**config.mk**
```make
export PLATFORM = sky130hd
export DESIGN_NAME = pcr_mode_ctrl_flat
export DESIGN_NICKNAME = d
export VERILOG_FILES = /design/src/pcr_pkg.sv /design/src/pcr_ramp_if.sv /design/src/pcr_mode_ctrl.sv /design/src/flat_wrapper.sv
export SDC_FILE = /design/constraint.sdc
export NUM_CORES = 1
export LEC_CHECK = 0
export BUFFER_PORTS_ARGS = -buffer_cell sky130_fd_sc_hd__buf_4
export CORE_MARGIN = 2
export CORE_UTILIZATION = 55
export DETAILED_ROUTE_END_ITERATION = 8
export PLACE_DENSITY = 0.81
export RECOVER_POWER = 50
export SYNTH_ARGS = -nofsm -noshare
export SYNTH_HDL_FRONTEND = slang
export SYNTH_SLANG_ARGS = --single-unit
```
**constraint.sdc**
```tcl
create_clock -name clk_i -period 5.17 [get_ports clk_i]
set_input_delay 0.2585 -clock clk_i [delete_from_list [all_inputs] [get_ports clk_i]]
set_output_delay 0.2585 -clock clk_i [all_outputs]
set_load 0.1 [all_outputs]
```
**src/pcr_pkg.sv**
```systemverilog
// Constants, register map and field positions shared by the clock ramp engine and
// the mode entry controller.
// Assumes a single 10 MHz clock domain for both ends.
package pcr_pkg;

    // -------------------------------------------------------------------
    // Sizes
    // -------------------------------------------------------------------
    localparam int NMODE = 4;
    localparam int NSRC  = 4;
    localparam int DW    = 16;

    // Divide-by-one, in thousandths of the divider, minus one.
    localparam logic [DW-1:0] DIV_UNITY = 16'h03E7;
    localparam logic [DW-1:0] DIV_ONE   = 16'h0001;

    // -------------------------------------------------------------------
    // Register map (byte addresses)
    // -------------------------------------------------------------------
    localparam logic [7:0] OFS_MCTL = 8'h00;
    localparam logic [7:0] OFS_STAT = 8'h04;
    localparam logic [7:0] OFS_STEP = 8'h08;
    localparam logic [3:0] GRP_MODE = 4'h1;
    localparam logic [3:0] GRP_DIVC = 4'h2;
    localparam logic [3:0] GRP_DIVS = 4'h3;
    localparam logic [3:0] GRP_DIVE = 4'h4;

    // -------------------------------------------------------------------
    // Field positions
    // -------------------------------------------------------------------
    localparam int LVL_LSB  = 0;
    localparam int LVL_W    = 4;
    localparam int SRC_LSB  = 4;
    localparam int CORE_BIT = 6;
    localparam int MCFG_W   = 7;
    localparam int RATE_LSB = 16;
    localparam int ST_BUSY  = 2;
    localparam int ST_CORE  = 3;
    localparam int ST_SRC   = 4;
    localparam int ST_DIV   = 16;

    // -------------------------------------------------------------------
    // Reset values
    // -------------------------------------------------------------------
    localparam logic [DW-1:0]     STEP_RST = 16'h0010;
    localparam logic [MCFG_W-1:0] MCFG_RST = 7'h00;
    localparam logic [31:0]       WORD_RST = 32'h0000_0000;

endpackage

```
**src/pcr_ramp_if.sv**
```systemverilog
// Link between the mode entry controller and the clock ramp engine.
// Assumes both ends run on the same clock; no clocking block is used.
`timescale 1ns/100ps
interface pcr_ramp_if;
    import pcr_pkg::*;
    logic                ramp_req;
    logic                ramp_up;
    logic [1:0]          ramp_src;
    logic [DW-1:0]       step_length_field;
    logic [DW-1:0]       div_init [NSRC];
    logic [DW-1:0]       div_rate [NSRC];
    logic [DW-1:0]       ramp_up_start_divider [NSRC];
    logic [DW-1:0]       ramp_down_end_divider [NSRC];
    logic                ramp_busy;
    logic                ramp_done;
    logic [DW-1:0]       sys_div;

    modport engine (
        input  ramp_req, ramp_up, ramp_src, step_length_field, div_init,
               div_rate, ramp_up_start_divider, ramp_down_end_divider,
        output ramp_busy, ramp_done, sys_div
    );
    modport ctrl (
        output ramp_req, ramp_up, ramp_src, step_length_field, div_init,
               div_rate, ramp_up_start_divider, ramp_down_end_divider,
        input  ramp_busy, ramp_done, sys_div
    );
endinterface

```
**src/pcr_mode_ctrl.sv**
```systemverilog
// Mode entry controller with its Wishbone register file; drives the ramp.
// Assumes classic Wishbone single cycles and a ramp engine on the link.
//
// What the ramp scheme asks of this block, the ramp engine and software
// - Start cores at low frequency, then ramp.
// - Software enables caches before ramp-up.
// - Software may init peripherals after ramp.
// - Step lasts step length reference cycles.
// - Software sets differing power level to ramp.
// - Initial divider change is programmed increment.
// - Up ramp starts at programmed start divider.
// - Down ramp ends at programmed end divider.
// - Software rounds relative step down to 0.05.
// - Software treats slope as rate over 1000.
// - Software computes step count, rounded up.
// - Software sets increment to slope*steps*1000.
// - Software sets end divider from slope, steps.
// - Low target frequency normally 16 MHz.
// - Power level differs: mode change ramps.
// - Same-mode change ramps if level altered.
// - Down ramp uses current source settings.
// - Up ramp uses target source settings.
//
// The placing of the registers and the Wishbone slave port were decided locally.
`timescale 1ns/100ps
module pcr_mode_ctrl
    import pcr_pkg::*;
(
    // Clock and reset
    input  wire logic          clk_i,
    input  wire logic          rst_i,
    // Wishbone slave
    input  wire logic          cyc_i,
    input  wire logic          stb_i,
    input  wire logic          we_i,
    input  wire logic [7:0]    adr_i,
    input  wire logic [3:0]    sel_i,
    input  wire logic [31:0]   dat_i,
    output logic [31:0]        dat_o,
    output logic               ack_o,
    // Link to the ramp engine
    pcr_ramp_if.ctrl           rp,
    // System outputs
    output logic               cores_en_o,
    output logic [1:0]         sys_src_o,
    output logic [1:0]         cur_mode_o
);

    typedef enum logic [2:0] {
        PCR_C_IDLE, PCR_C_DOWN, PCR_C_DWAIT, PCR_C_UP, PCR_C_UWAIT
    } pcr_ctl_t;

    pcr_ctl_t          state_q;
    logic              ack_q;
    logic [31:0]       dat_q;
    logic [DW-1:0]     step_q;
    logic [MCFG_W-1:0] mcfg_q [NMODE];
    logic [31:0]       divc_q [NSRC];
    logic [DW-1:0]     divs_q [NSRC];
    logic [DW-1:0]     dive_q [NSRC];
    logic [1:0]        mode_q;
    logic [1:0]        tgt_q;
    logic [1:0]        src_q;
    logic [LVL_W-1:0]  lvl_q;
    logic              cores_q;

    function automatic logic [31:0] pcr_merge(logic [31:0] old_v,
                                              logic [31:0] new_v,
                                              logic [3:0]  be);
        logic [31:0] r;
        r = old_v;
        for (int b = 0; b < 4; b++)
            if (be[b])
                r[8*b +: 8] = new_v[8*b +: 8];
        return r;
    endfunction

    // -------------------------------------------------------------------
    // Bus decode
    // -------------------------------------------------------------------
    wire logic        req_w    = cyc_i && stb_i && !ack_q;
    wire logic        wr_w     = req_w && we_i;
    wire logic [3:0]  grp_w    = adr_i[7:4];
    wire logic [1:0]  idx_w    = adr_i[3:2];
    wire logic        mctl_w   = wr_w && (adr_i == OFS_MCTL) && sel_i[0];
    wire logic        step_wr  = wr_w && (adr_i == OFS_STEP);
    wire logic        mode_wr  = wr_w && (grp_w == GRP_MODE);
    wire logic        divc_wr  = wr_w && (grp_w == GRP_DIVC);
    wire logic        divs_wr  = wr_w && (grp_w == GRP_DIVS);
    wire logic        dive_wr  = wr_w && (grp_w == GRP_DIVE);
    wire logic [1:0]  new_tgt  = dat_i[1:0];
    wire logic [MCFG_W-1:0] new_cfg = mcfg_q[new_tgt];
    wire logic [MCFG_W-1:0] tgt_cfg = mcfg_q[tgt_q];
    wire logic [1:0]  tgt_src  = tgt_cfg[SRC_LSB +: 2];
    // A differing power level turns the ramp on.
    // Level is compared against the level latched at entry, so a
    // same-mode change still ramps after software edits the level.
    wire logic        lvl_diff = new_cfg[LVL_LSB +: LVL_W] != lvl_q;
    // Software must set differing levels; otherwise no ramp.
    wire logic        go_w     = mctl_w && (state_q == PCR_C_IDLE);

    wire logic [31:0] stat_w   = {rp.sys_div, 10'h000, src_q, cores_q,
                                  (state_q != PCR_C_IDLE), mode_q};
    wire logic [31:0] mcfg_rd  = {25'h000_0000, mcfg_q[idx_w]};
    wire logic [31:0] divs_rd  = {16'h0000, divs_q[idx_w]};
    wire logic [31:0] dive_rd  = {16'h0000, dive_q[idx_w]};
    wire logic [31:0] step_rd  = {16'h0000, step_q};
    wire logic [31:0] mctl_rd  = {30'h0000_0000, tgt_q};
    wire logic [31:0] rdat_w   = (adr_i == OFS_MCTL) ? mctl_rd
                               : (adr_i == OFS_STAT) ? stat_w
                               : (adr_i == OFS_STEP) ? step_rd
                               : (grp_w == GRP_MODE) ? mcfg_rd
                               : (grp_w == GRP_DIVC) ? divc_q[idx_w]
                               : (grp_w == GRP_DIVS) ? divs_rd
                               : (grp_w == GRP_DIVE) ? dive_rd
                               : WORD_RST;
    wire logic [31:0] step_mg  = pcr_merge(step_rd, dat_i, sel_i);
    wire logic [31:0] mcfg_mg  = pcr_merge(mcfg_rd, dat_i, sel_i);
    wire logic [31:0] divs_mg  = pcr_merge(divs_rd, dat_i, sel_i);
    wire logic [31:0] dive_mg  = pcr_merge(dive_rd, dat_i, sel_i);

    // -------------------------------------------------------------------
    // Bus answer
    // -------------------------------------------------------------------
    always_ff @(posedge clk_i) begin
        if (rst_i)
        begin
            ack_q <= 1'b0;
            dat_q <= WORD_RST;
        end
        else
        begin
            ack_q <= req_w;
            dat_q <= req_w ? rdat_w : dat_q;
        end
    end

    assign ack_o = ack_q;
    assign dat_o = dat_q;

    // -------------------------------------------------------------------
    // Configuration registers
    // -------------------------------------------------------------------
    // Settings are software's to compute
    // all shape the values written here; hardware takes them as is.
    always_ff @(posedge clk_i) begin
        if (rst_i)
        begin
            step_q <= STEP_RST;
            for (int i = 0; i < NMODE; i++)
                mcfg_q[i] <= MCFG_RST;
            for (int i = 0; i < NSRC; i++)
            begin
                divc_q[i] <= WORD_RST;
                divs_q[i] <= DIV_UNITY;
                dive_q[i] <= DIV_UNITY;
            end
        end
        else
        begin
            if (step_wr)
                step_q <= step_mg[DW-1:0];
            if (mode_wr)
                mcfg_q[idx_w] <= mcfg_mg[MCFG_W-1:0];
            if (divc_wr)
                divc_q[idx_w] <= pcr_merge(divc_q[idx_w], dat_i, sel_i);
            if (divs_wr)
                divs_q[idx_w] <= divs_mg[DW-1:0];
            if (dive_wr)
                dive_q[idx_w] <= dive_mg[DW-1:0];
        end
    end

    // -------------------------------------------------------------------
    // Mode sequencer
    // -------------------------------------------------------------------
    always_ff @(posedge clk_i) begin
        if (rst_i)
        begin
            state_q <= PCR_C_IDLE;
            mode_q  <= '0;
            tgt_q   <= '0;
            src_q   <= '0;
            lvl_q   <= '0;
            cores_q <= 1'b0;
        end
        else
        begin
            unique case (state_q)
                PCR_C_IDLE:
                    if (go_w)
                    begin
                        tgt_q <= new_tgt;
                        if (lvl_diff)
                            state_q <= PCR_C_DOWN;
                        else
                        begin
                            mode_q  <= new_tgt;
                            src_q   <= new_cfg[SRC_LSB +: 2];
                            cores_q <= new_cfg[CORE_BIT];
                        end
                    end
                PCR_C_DOWN:
                    state_q <= PCR_C_DWAIT;
                PCR_C_DWAIT:
                    if (rp.ramp_done)
                    begin
                        // Cores come up while the clock is slow.
                        src_q   <= tgt_src;
                        cores_q <= tgt_cfg[CORE_BIT];
                        state_q <= PCR_C_UP;
                    end
                PCR_C_UP:
                    state_q <= PCR_C_UWAIT;
                PCR_C_UWAIT:
                    // Mode entry ends on the engine's completion.
                    if (rp.ramp_done)
                    begin
                        mode_q  <= tgt_q;
                        lvl_q   <= tgt_cfg[LVL_LSB +: LVL_W];
                        state_q <= PCR_C_IDLE;
                    end
                default:
                    state_q <= PCR_C_IDLE;
            endcase
        end
    end

    // -------------------------------------------------------------------
    // Link drive
    // -------------------------------------------------------------------
    // Down ramp names the current source, up ramp the target.
    // Caches and peripherals are software's, around the ramp.
    assign rp.ramp_req          = (state_q == PCR_C_DOWN) || (state_q == PCR_C_UP);
    assign rp.ramp_up           = (state_q == PCR_C_UP);
    assign rp.ramp_src          = src_q;
    assign rp.step_length_field = step_q;
    for (genvar s = 0; s < NSRC; s++)
    begin : g_src
        assign rp.div_init[s]              = divc_q[s][DW-1:0];
        assign rp.div_rate[s]              = divc_q[s][RATE_LSB +: DW];
        assign rp.ramp_up_start_divider[s] = divs_q[s];
        assign rp.ramp_down_end_divider[s] = dive_q[s];
    end

    assign cores_en_o = cores_q;
    assign sys_src_o  = src_q;
    assign cur_mode_o = mode_q;

endmodule // pcr_mode_ctrl

```
**src/flat_wrapper.sv**
```systemverilog
// flat-port wrapper written by rule: the top's interface ports become plain ports
module pcr_mode_ctrl_flat import pcr_pkg::*;
  (clk_i, rst_i, cyc_i, stb_i, we_i, adr_i, sel_i, dat_i, dat_o, ack_o, cores_en_o, sys_src_o, cur_mode_o, rp_ramp_req, rp_ramp_up, rp_ramp_src, rp_step_length_field, rp_div_init, rp_div_rate, rp_ramp_up_start_divider, rp_ramp_down_end_divider, rp_ramp_busy, rp_ramp_done, rp_sys_div);
  pcr_ramp_if rp_i ();
  input  wire logic clk_i;
  input  wire logic rst_i;
  input  wire logic cyc_i;
  input  wire logic stb_i;
  input  wire logic we_i;
  input  wire logic [7:0] adr_i;
  input  wire logic [3:0] sel_i;
  input  wire logic [31:0] dat_i;
  output logic [31:0] dat_o;
  output logic ack_o;
  output logic cores_en_o;
  output logic [1:0] sys_src_o;
  output logic [1:0] cur_mode_o;
  output wire logic [$bits(rp_i.ramp_req)-1:0] rp_ramp_req;
  output wire logic [$bits(rp_i.ramp_up)-1:0] rp_ramp_up;
  output wire logic [$bits(rp_i.ramp_src)-1:0] rp_ramp_src;
  output wire logic [$bits(rp_i.step_length_field)-1:0] rp_step_length_field;
  output wire logic [$bits(rp_i.div_init)-1:0] rp_div_init;
  output wire logic [$bits(rp_i.div_rate)-1:0] rp_div_rate;
  output wire logic [$bits(rp_i.ramp_up_start_divider)-1:0] rp_ramp_up_start_divider;
  output wire logic [$bits(rp_i.ramp_down_end_divider)-1:0] rp_ramp_down_end_divider;
  input wire logic [$bits(rp_i.ramp_busy)-1:0] rp_ramp_busy;
  input wire logic [$bits(rp_i.ramp_done)-1:0] rp_ramp_done;
  input wire logic [$bits(rp_i.sys_div)-1:0] rp_sys_div;
  assign rp_ramp_req = rp_i.ramp_req;
  assign rp_ramp_up = rp_i.ramp_up;
  assign rp_ramp_src = rp_i.ramp_src;
  assign rp_step_length_field = rp_i.step_length_field;
  assign rp_div_init = {>>{rp_i.div_init}};
  assign rp_div_rate = {>>{rp_i.div_rate}};
  assign rp_ramp_up_start_divider = {>>{rp_i.ramp_up_start_divider}};
  assign rp_ramp_down_end_divider = {>>{rp_i.ramp_down_end_divider}};
  assign rp_i.ramp_busy = rp_ramp_busy;
  assign rp_i.ramp_done = rp_ramp_done;
  assign rp_i.sys_div = rp_sys_div;
  pcr_mode_ctrl u_core (.clk_i(clk_i), .rst_i(rst_i), .cyc_i(cyc_i), .stb_i(stb_i), .we_i(we_i), .adr_i(adr_i), .sel_i(sel_i), .dat_i(dat_i), .dat_o(dat_o), .ack_o(ack_o), .rp(rp_i), .cores_en_o(cores_en_o), .sys_src_o(sys_src_o), .cur_mode_o(cur_mode_o));
endmodule
```
# After elaboration in Yosys (flattened, before gate mapping)
# Memory sizes are Yosys's and may differ from the RTL's. A register that Yosys moved wholly into a read port is not among the register bits.
# Index checks and enable logic that the tools add are counted.
[word_totals]
reg_bits = 63
ramBits = 284
inputBits = 67
wordCells = 128
memories = 4
[op_classes]
n_eq_ne = 16
muxes = 69
n_reduce_logical = 29
[mem_list]
columns = ["name", "depth", "word_bits", "rd", "rd_ports_with_merged_regs", "wr", "line_no", "source"]
rows = [
  ["u_core.divc_q", 4, 32, 5, 0, 4, "pcr_mode_ctrl.sv:58", "logic [31:0] divc_q [NSRC];"],
  ["u_core.dive_q", 4, 16, 5, 0, 4, "pcr_mode_ctrl.sv:60", "logic [DW-1:0] dive_q [NSRC];"],
  ["u_core.divs_q", 4, 16, 5, 0, 4, "pcr_mode_ctrl.sv:59", "logic [DW-1:0] divs_q [NSRC];"],
  ["u_core.mcfg_q", 4, 7, 3, 1, 4, "pcr_mode_ctrl.sv:57", "logic [MCFG_W-1:0] mcfg_q [NMODE];"],
]
[ops]
columns = ["op", "n"]
rows = [
  ["$mux W32", 7],
  ["$mux W8", 16],
  ["$mux W16", 3],
  ["$reduce_or A16 Y1", 2],
  ["$reduce_or A32 Y1", 1],
  ["$mux W2", 12],
  ["$mux W1", 21],
  ["$pmux W3 S5", 1],
  ["$mux W7", 2],
  ["$mux W3", 4],
  ["$reduce_and A4 Y1", 3],
  ["$logic_and A1 B1 Y1", 11],
  ["$eq A4 B2 Y1 const B", 2],
  ["$eq A8 B3 Y1 const B", 1],
  ["$eq A8 B4 Y1 const B", 1],
  ["$logic_not A8 Y1", 1],
  ["$pmux W2 S2", 2],
  ["$reduce_and A2 Y1", 4],
  ["$reduce_or A7 Y1", 1],
  ["$eq A3 B2 Y1 const B", 2],
  ["$ne A2 B2 Y1 const B", 3],
  ["$eq A4 B1 Y1 const B", 1],
  ["$eq A4 B3 Y1 const B", 1],
  ["$ne A2 B1 Y1 const B", 2],
  ["other kinds (9)", 10],
]

# Logic depth before layout (Yosys ltp)
[logic_depth]
depth_word = 9
mapped_depth = 9
ltp_nobuf = 6

# Least setup slack after synthesis
# Ideal clock, no wire load.
[synth_path]
path_kind = "register to register"
start = "reg u_core.ack_q (netlist: u_core.ack_o)"
end = "mem u_core.divs_q[0][0] (enable)"
setup_time_ps = 392
arrival_time_ps = 2676
required_ps = 4778
path_slack_ps = 2101
stages_incl_launch_ff = 8
path_buffers = 2
synth_period_minus_slack_ps = 3069
path_cell_list = "dfxtp_1 -> and3b_1 -> buf_2 -> nand2_2 -> nor2_2 -> nand3_2 -> clkbuf_1 -> o21bai_1"
[synth_rtl]
columns = ["item", "line_no", "source"]
rows = [
  ["start: declaration", "pcr_mode_ctrl.sv:54", "logic ack_q;"],
  ["start signal: assignment", "pcr_mode_ctrl.sv:133", "ack_q <= req_w;"],
  ["end: declaration", "pcr_mode_ctrl.sv:59", ""],
]

==> report_table.html <==
<table>
<tr><th>Metric</th><th>Value</th></tr>
<tr><th colspan="2">Cells and area</th></tr>
<tr><td>Layout-stage area growth over the synthesis result</td><td>18.29%</td></tr>
<tr><td>Fill cell instance count of the final layout</td><td>2457</td></tr>
<tr><td>Share of post-route cells with drive strength above 1</td><td>around 15%</td></tr>
<tr><td>Count of inserted antenna diode cells</td><td>0</td></tr>
<tr><td>Leading cell types in the layout, fill and taps excluded</td><td>clkbuf_1 (330), edfxtp_1 (284), nor2_1 (194)</td></tr>
<tr><td>Net total in the final layout</td><td>1728</td></tr>
<tr><td>Finished Layout Cells</td><td>approximately 2.1k</td></tr>
<tr><td>Most common cell after layout, fill and taps aside</td><td>clkbuf_1</td></tr>
<tr><td>Utilization after layout</td><td>between 60% and 70%</td></tr>
<tr><th colspan="2">Worst setup path</th></tr>
<tr><td>Flop-to-flop setup slack</td><td>between 1000 and 1500 ps</td></tr>
<tr><td>Endpoint kind of the worst setup timing path</td><td>flip-flop</td></tr>
<tr><td>CP peak stage delay</td><td>between 800 and 900 ps</td></tr>
<tr><td>Critical register-to-register path startpoint</td><td>u_core.ack_o</td></tr>
<tr><td>Worst-path cell with the longest stage delay</td><td>clkbuf_1</td></tr>
<tr><td>Critical Path, Cell by Cell</td><td>and3b_1, clkbuf_1, nand2_2, nor2_2, nand2_1, o21bai_1</td></tr>
<tr><td>Top cell family by delay on the critical path</td><td>simple AND/OR/NAND/NOR gates</td></tr>
<tr><td>Worst setup path startpoint</td><td>u_core.ack_o</td></tr>
<tr><td>Crit path arrival time</td><td>3900 ps</td></tr>
<tr><td>Critical path buffer and inverter count</td><td>1</td></tr>
<tr><td>CP Max Fanout</td><td>24</td></tr>
<tr><td>Path type of the worst setup path</td><td>reg2reg</td></tr>
<tr><td>Critical path data required time</td><td>about 5300 ps</td></tr>
<tr><td>Worst setup SP type</td><td>flip-flop</td></tr>
<tr><th colspan="2">GRT</th></tr>
<tr><td>Pin count of the biggest net entering global routing</td><td>74</td></tr>
<tr><td>Global route total overflow</td><td>0</td></tr>
<tr><td>Global-route wire length before repair</td><td>around 79000 µm</td></tr>
<tr><td>Initial antenna violation count</td><td>0</td></tr>
<tr><td>Vias in the first global route</td><td>around 13k</td></tr>
<tr><td>GRT Resource Usage Total</td><td>33.99%</td></tr>
<tr><th colspan="2">Status</th></tr>
<tr><td>Run status</td><td>finished with violations</td></tr>
<tr><td>Violated checks</td><td>capacitance limit, slew limit</td></tr>
<tr><th colspan="2">Yosys</th></tr>
<tr><td>Async set or reset register ratio after synthesis</td><td>0%</td></tr>
<tr><td>Proportion of synthesized chip area in sequential cells</td><td>59.66%</td></tr>
<tr><td>Avg Inst Size Synth</td><td>12.49 µm²</td></tr>
<tr><td>Synthesized-area fraction occupied by and/or/nand/nor cells</td><td>13.11%</td></tr>
<tr><td>Adder-cell share of the synthesized area</td><td>0%</td></tr>
<tr><td>Mux cell area share after synthesis</td><td>a little over an eighth</td></tr>
<tr><td>Post-synth net total</td><td>roughly 1.4k</td></tr>
<tr><td>Number of synthesized register bits</td><td>between 300 and 400</td></tr>
<tr><td>Gate count after technology mapping</td><td>between 1k and 1.5k</td></tr>
<tr><td>Synth Cell Area</td><td>between 15000 and 20000 µm²</td></tr>
<tr><td>Share of the synthesized area in compound gates (AO/OA/AOI/OAI)</td><td>under 10%</td></tr>
<tr><td>Synth unique cells</td><td>62</td></tr>
<tr><td>Synth top area cells</td><td>edfxtp_1 (52%), mux4_2 (11%), dfxtp_1 (7.9%), nor2_1 (4.4%), nand2_1 (3.6%)</td></tr>
<tr><td>Dominant combinational cell family by area after synthesis</td><td>multiplexers</td></tr>
<tr><td>Area share of xor/xnor cells in the synthesized design</td><td>less than 1%</td></tr>
<tr><td>Most used flip-flop cell after synthesis</td><td>edfxtp_1</td></tr>
<tr><td>Share of the synthesized area in the top cell type</td><td>between 50% and 60%</td></tr>
<tr><td>Number of enable-type register cells in the synthesized netlist</td><td>284</td></tr>
<tr><td>Cell type with the highest aggregate area in the netlist</td><td>edfxtp_1</td></tr>
<tr><td>Number of warnings printed during yosys synthesis</td><td>0</td></tr>
<tr><th colspan="2">Pwr</th></tr>
<tr><td>Peak supply drop</td><td>0.2864 mV</td></tr>
<tr><td>Areal power density over the cells</td><td>between 300 and 400 nW/µm²</td></tr>
<tr><td>Total design power</td><td>approximately 6700 µW</td></tr>
<tr><td>Leakage power total</td><td>0.006741 µW</td></tr>
<tr><th colspan="2">Routing</th></tr>
<tr><td>Wire length per cell</td><td>about 26 µm</td></tr>
<tr><td>Vias per inst</td><td>between 6 and 7</td></tr>
<tr><td>Vias post-DR</td><td>between 10k and 15k</td></tr>
<tr><td>DRC violation count after routing</td><td>0</td></tr>
<tr><td>Sum of routed wire length over all layers</td><td>about 54000 µm</td></tr>
<tr><td>ANT nets after route</td><td>0</td></tr>
<tr><td>DRC violation total after the first TritonRoute iteration</td><td>about 1.4k</td></tr>
<tr><td>Number of detailed-routing iterations run before antenna repair</td><td>6</td></tr>
<tr><th colspan="2">CTS</th></tr>
<tr><td>Depth of the CTS H-tree</td><td>2</td></tr>
<tr><td>Post-cts repair resize count</td><td>0</td></tr>
<tr><td>Maximum buffer depth of the clock tree</td><td>3</td></tr>
<tr><td>Clock transition time at the flip-flop clock pins of the worst setup and hold paths</td><td>60 ps</td></tr>
<tr><td>CTS tree</td><td>done</td></tr>
<tr><td>Total number of clock tree sinks</td><td>between 300 and 400</td></tr>
<tr><td>Number of buffers created by CTS</td><td>36</td></tr>
<tr><td>Cell at the root of the clock tree</td><td>clkbuf_16</td></tr>
<tr><td>Clock latency on the worst-skew pair</td><td>around 520 ps</td></tr>
<tr><th colspan="2">Min path</th></tr>
<tr><td>Start point of the worst min-delay path</td><td>dat_i[13]</td></tr>
<tr><td>Hold/Removal Path Class</td><td>in2reg</td></tr>
<tr><th colspan="2">STA</th></tr>
<tr><td>Achievable frequency</td><td>between 200 and 300 MHz</td></tr>
<tr><td>Count of final setup violators</td><td>0</td></tr>
<tr><td>Relative slew slack</td><td>-14.41%</td></tr>
<tr><td>Final Hold Viols</td><td>0</td></tr>
<tr><td>Setup repair after global routing missed its margin</td><td>false</td></tr>
<tr><td>Total negative slack for setup checks</td><td>0 ps</td></tr>
<tr><td>Ratio of final minimum period to clock period</td><td>between 70% and 80%</td></tr>
<tr><td>Clock tree skew after final layout</td><td>approximately 18 ps</td></tr>
<tr><td>Number of max-slew violations in the final report</td><td>51</td></tr>
<tr><td>Min Tclk post-route</td><td>roughly 3800 ps</td></tr>
<tr><td>Measured slew at the worst slew-check pin</td><td>around 1700 ps</td></tr>
<tr><td>Slack of the critical path</td><td>between 1000 and 1500 ps</td></tr>
<tr><th colspan="2">Placed design</th></tr>
<tr><td>Dpl cells</td><td>~2.0k</td></tr>
<tr><td>RePlAce Congestion</td><td>~0.9</td></tr>
<tr><td>Input/output buffers</td><td>between 300 and 400</td></tr>
<tr><td>Place WS</td><td>2034 ps</td></tr>
<tr><td>Hpwl dp</td><td>between 30000 and 40000 µm</td></tr>
<tr><th colspan="2">Floorplanning</th></tr>
<tr><td>X dimension of the die</td><td>177.1 µm</td></tr>
<tr><td>Vertical die dimension</td><td>approximately 180 µm</td></tr>
<tr><td>Initial Util</td><td>a little under three fifths</td></tr>
<tr><td># rows</td><td>63</td></tr>
<tr><td>Core footprint</td><td>between 20000 and 30000 µm²</td></tr>
<tr><td>Full die area</td><td>31360 µm²</td></tr>
<tr><td>Number of ports placed on the die boundary</td><td>between 300 and 400</td></tr>
<tr><th colspan="2">Run</th></tr>
<tr><td>Max-capacitance violation count</td><td>2</td></tr>
</table>
path summary, 6_finish.rpt:
check                                     to  cells past startpoint
max reg2reg              u_core.mcfg_q[1][5]                      6
max                      u_core.mcfg_q[1][5]                      6
min reg2reg                  u_core.lvl_q[2]                      2
min          u_core.rp.step_length_field[13]                      3
final cells by class:
| type | instances | area, µm² | share of cell area, % |
|---|---|---|---|
| Sequential cell | 349 | 9829 | 50.44 |
| Multi-Input combinational cell | 799 | 5883 | 30.19 |
| Timing Repair Buffer | 404 | 1863 | 9.560 |
| Clock buffer | 54 | 1020 | 5.232 |
| Tap cell | 390 | 488.0 | 2.504 |
| Inverter | 71 | 266.5 | 1.367 |
| Clock inverter | 11 | 138.9 | 0.7126 |
per-stage QoR:
stage               instance area, µm²  hold WS (ps)
floorplan                        16480         382.9
global placement                 19510         451.3
CTS                              20720         2.082
detailed placement               19510         463.8
global route                     19490         20.76
finish                           19490         13.02
per-layer routing:
metal	wire length [µm]	GRT usage (%)
met3	6685	8.892
met1	18090	42.18
met2	26290	54.96
met5	0	0
met4	3101	17.87
flip-flops by register name, indices dropped and copies added, names as in the netlist, 2 cells and up, named ones only:
register / count
u_core.dive_q: 64
u_core.mcfg_q: 28
u_core.state_q: 3
u_core.divc_q: 128
u_core.cur_mode_o: 2
u_core.divs_q: 64
u_core.tgt_q: 2
u_core.dat_o: 32
u_core.rp.step_length_field: 16
u_core.lvl_q: 4
u_core.rp.ramp_src: 2
kinds of logic (layout without fill, tap and decap cells):
| family | count (synthesis) | in the layout |
|---|---|---|
| AO/OA/AOI/OAI | 199 | 199 |
| XOR/XNOR | 7 | 7 |
| buffers and inverters | 171 | 540 |
| flip-flops | 349 | 349 |
| multiplexers | 115 | 115 |
| AND/OR/NAND/NOR | 478 | 478 |
worst reg2reg max path: cells and delay by family (launching register included):
kind                   cells  cell delay (ps)
flip-flops                 1              330
AND/OR/NAND/NOR            4             1290
buffers and inverters      1              890
AO/OA/AOI/OAI              1              880
where the power goes:
group,switching [µW],internal [µW]
clock,1090,1520
combinational,770,192
sequential,41.5,3100
total,1900,4810
repair_timing:
item | 4_1_cts | 5_1_grt
endpoints found under the setup margin | 0 | 0
setup buffers | 0 | 0
hold endpoints to repair | 5 | 0
hold buffers | 5 | 0
cells in the mapped netlist (5+ instances only):
cell / count
a211oi_1: 6
a211oi_2: 6
a21bo_2: 5
a21o_1: 31
a21oi_1: 42
a22oi_1: 33
a2bb2oi_1: 16
and2_1: 13
and3_1: 13
buf_1: 5
buf_2: 23
buf_4: 9
clkbuf_1: 58
dfxtp_1: 65
edfxtp_1: 284
inv_1: 70
mux2_2: 22
mux2i_1: 10
mux4_1: 6
mux4_2: 77
nand2_1: 160
nand2b_1: 34
nand3_1: 15
nor2_1: 193
nor2b_1: 8
nor3_1: 12
o21ai_0: 23
o21bai_1: 6
o22ai_1: 9
Note: power is estimated with default switching activity, not from simulation.
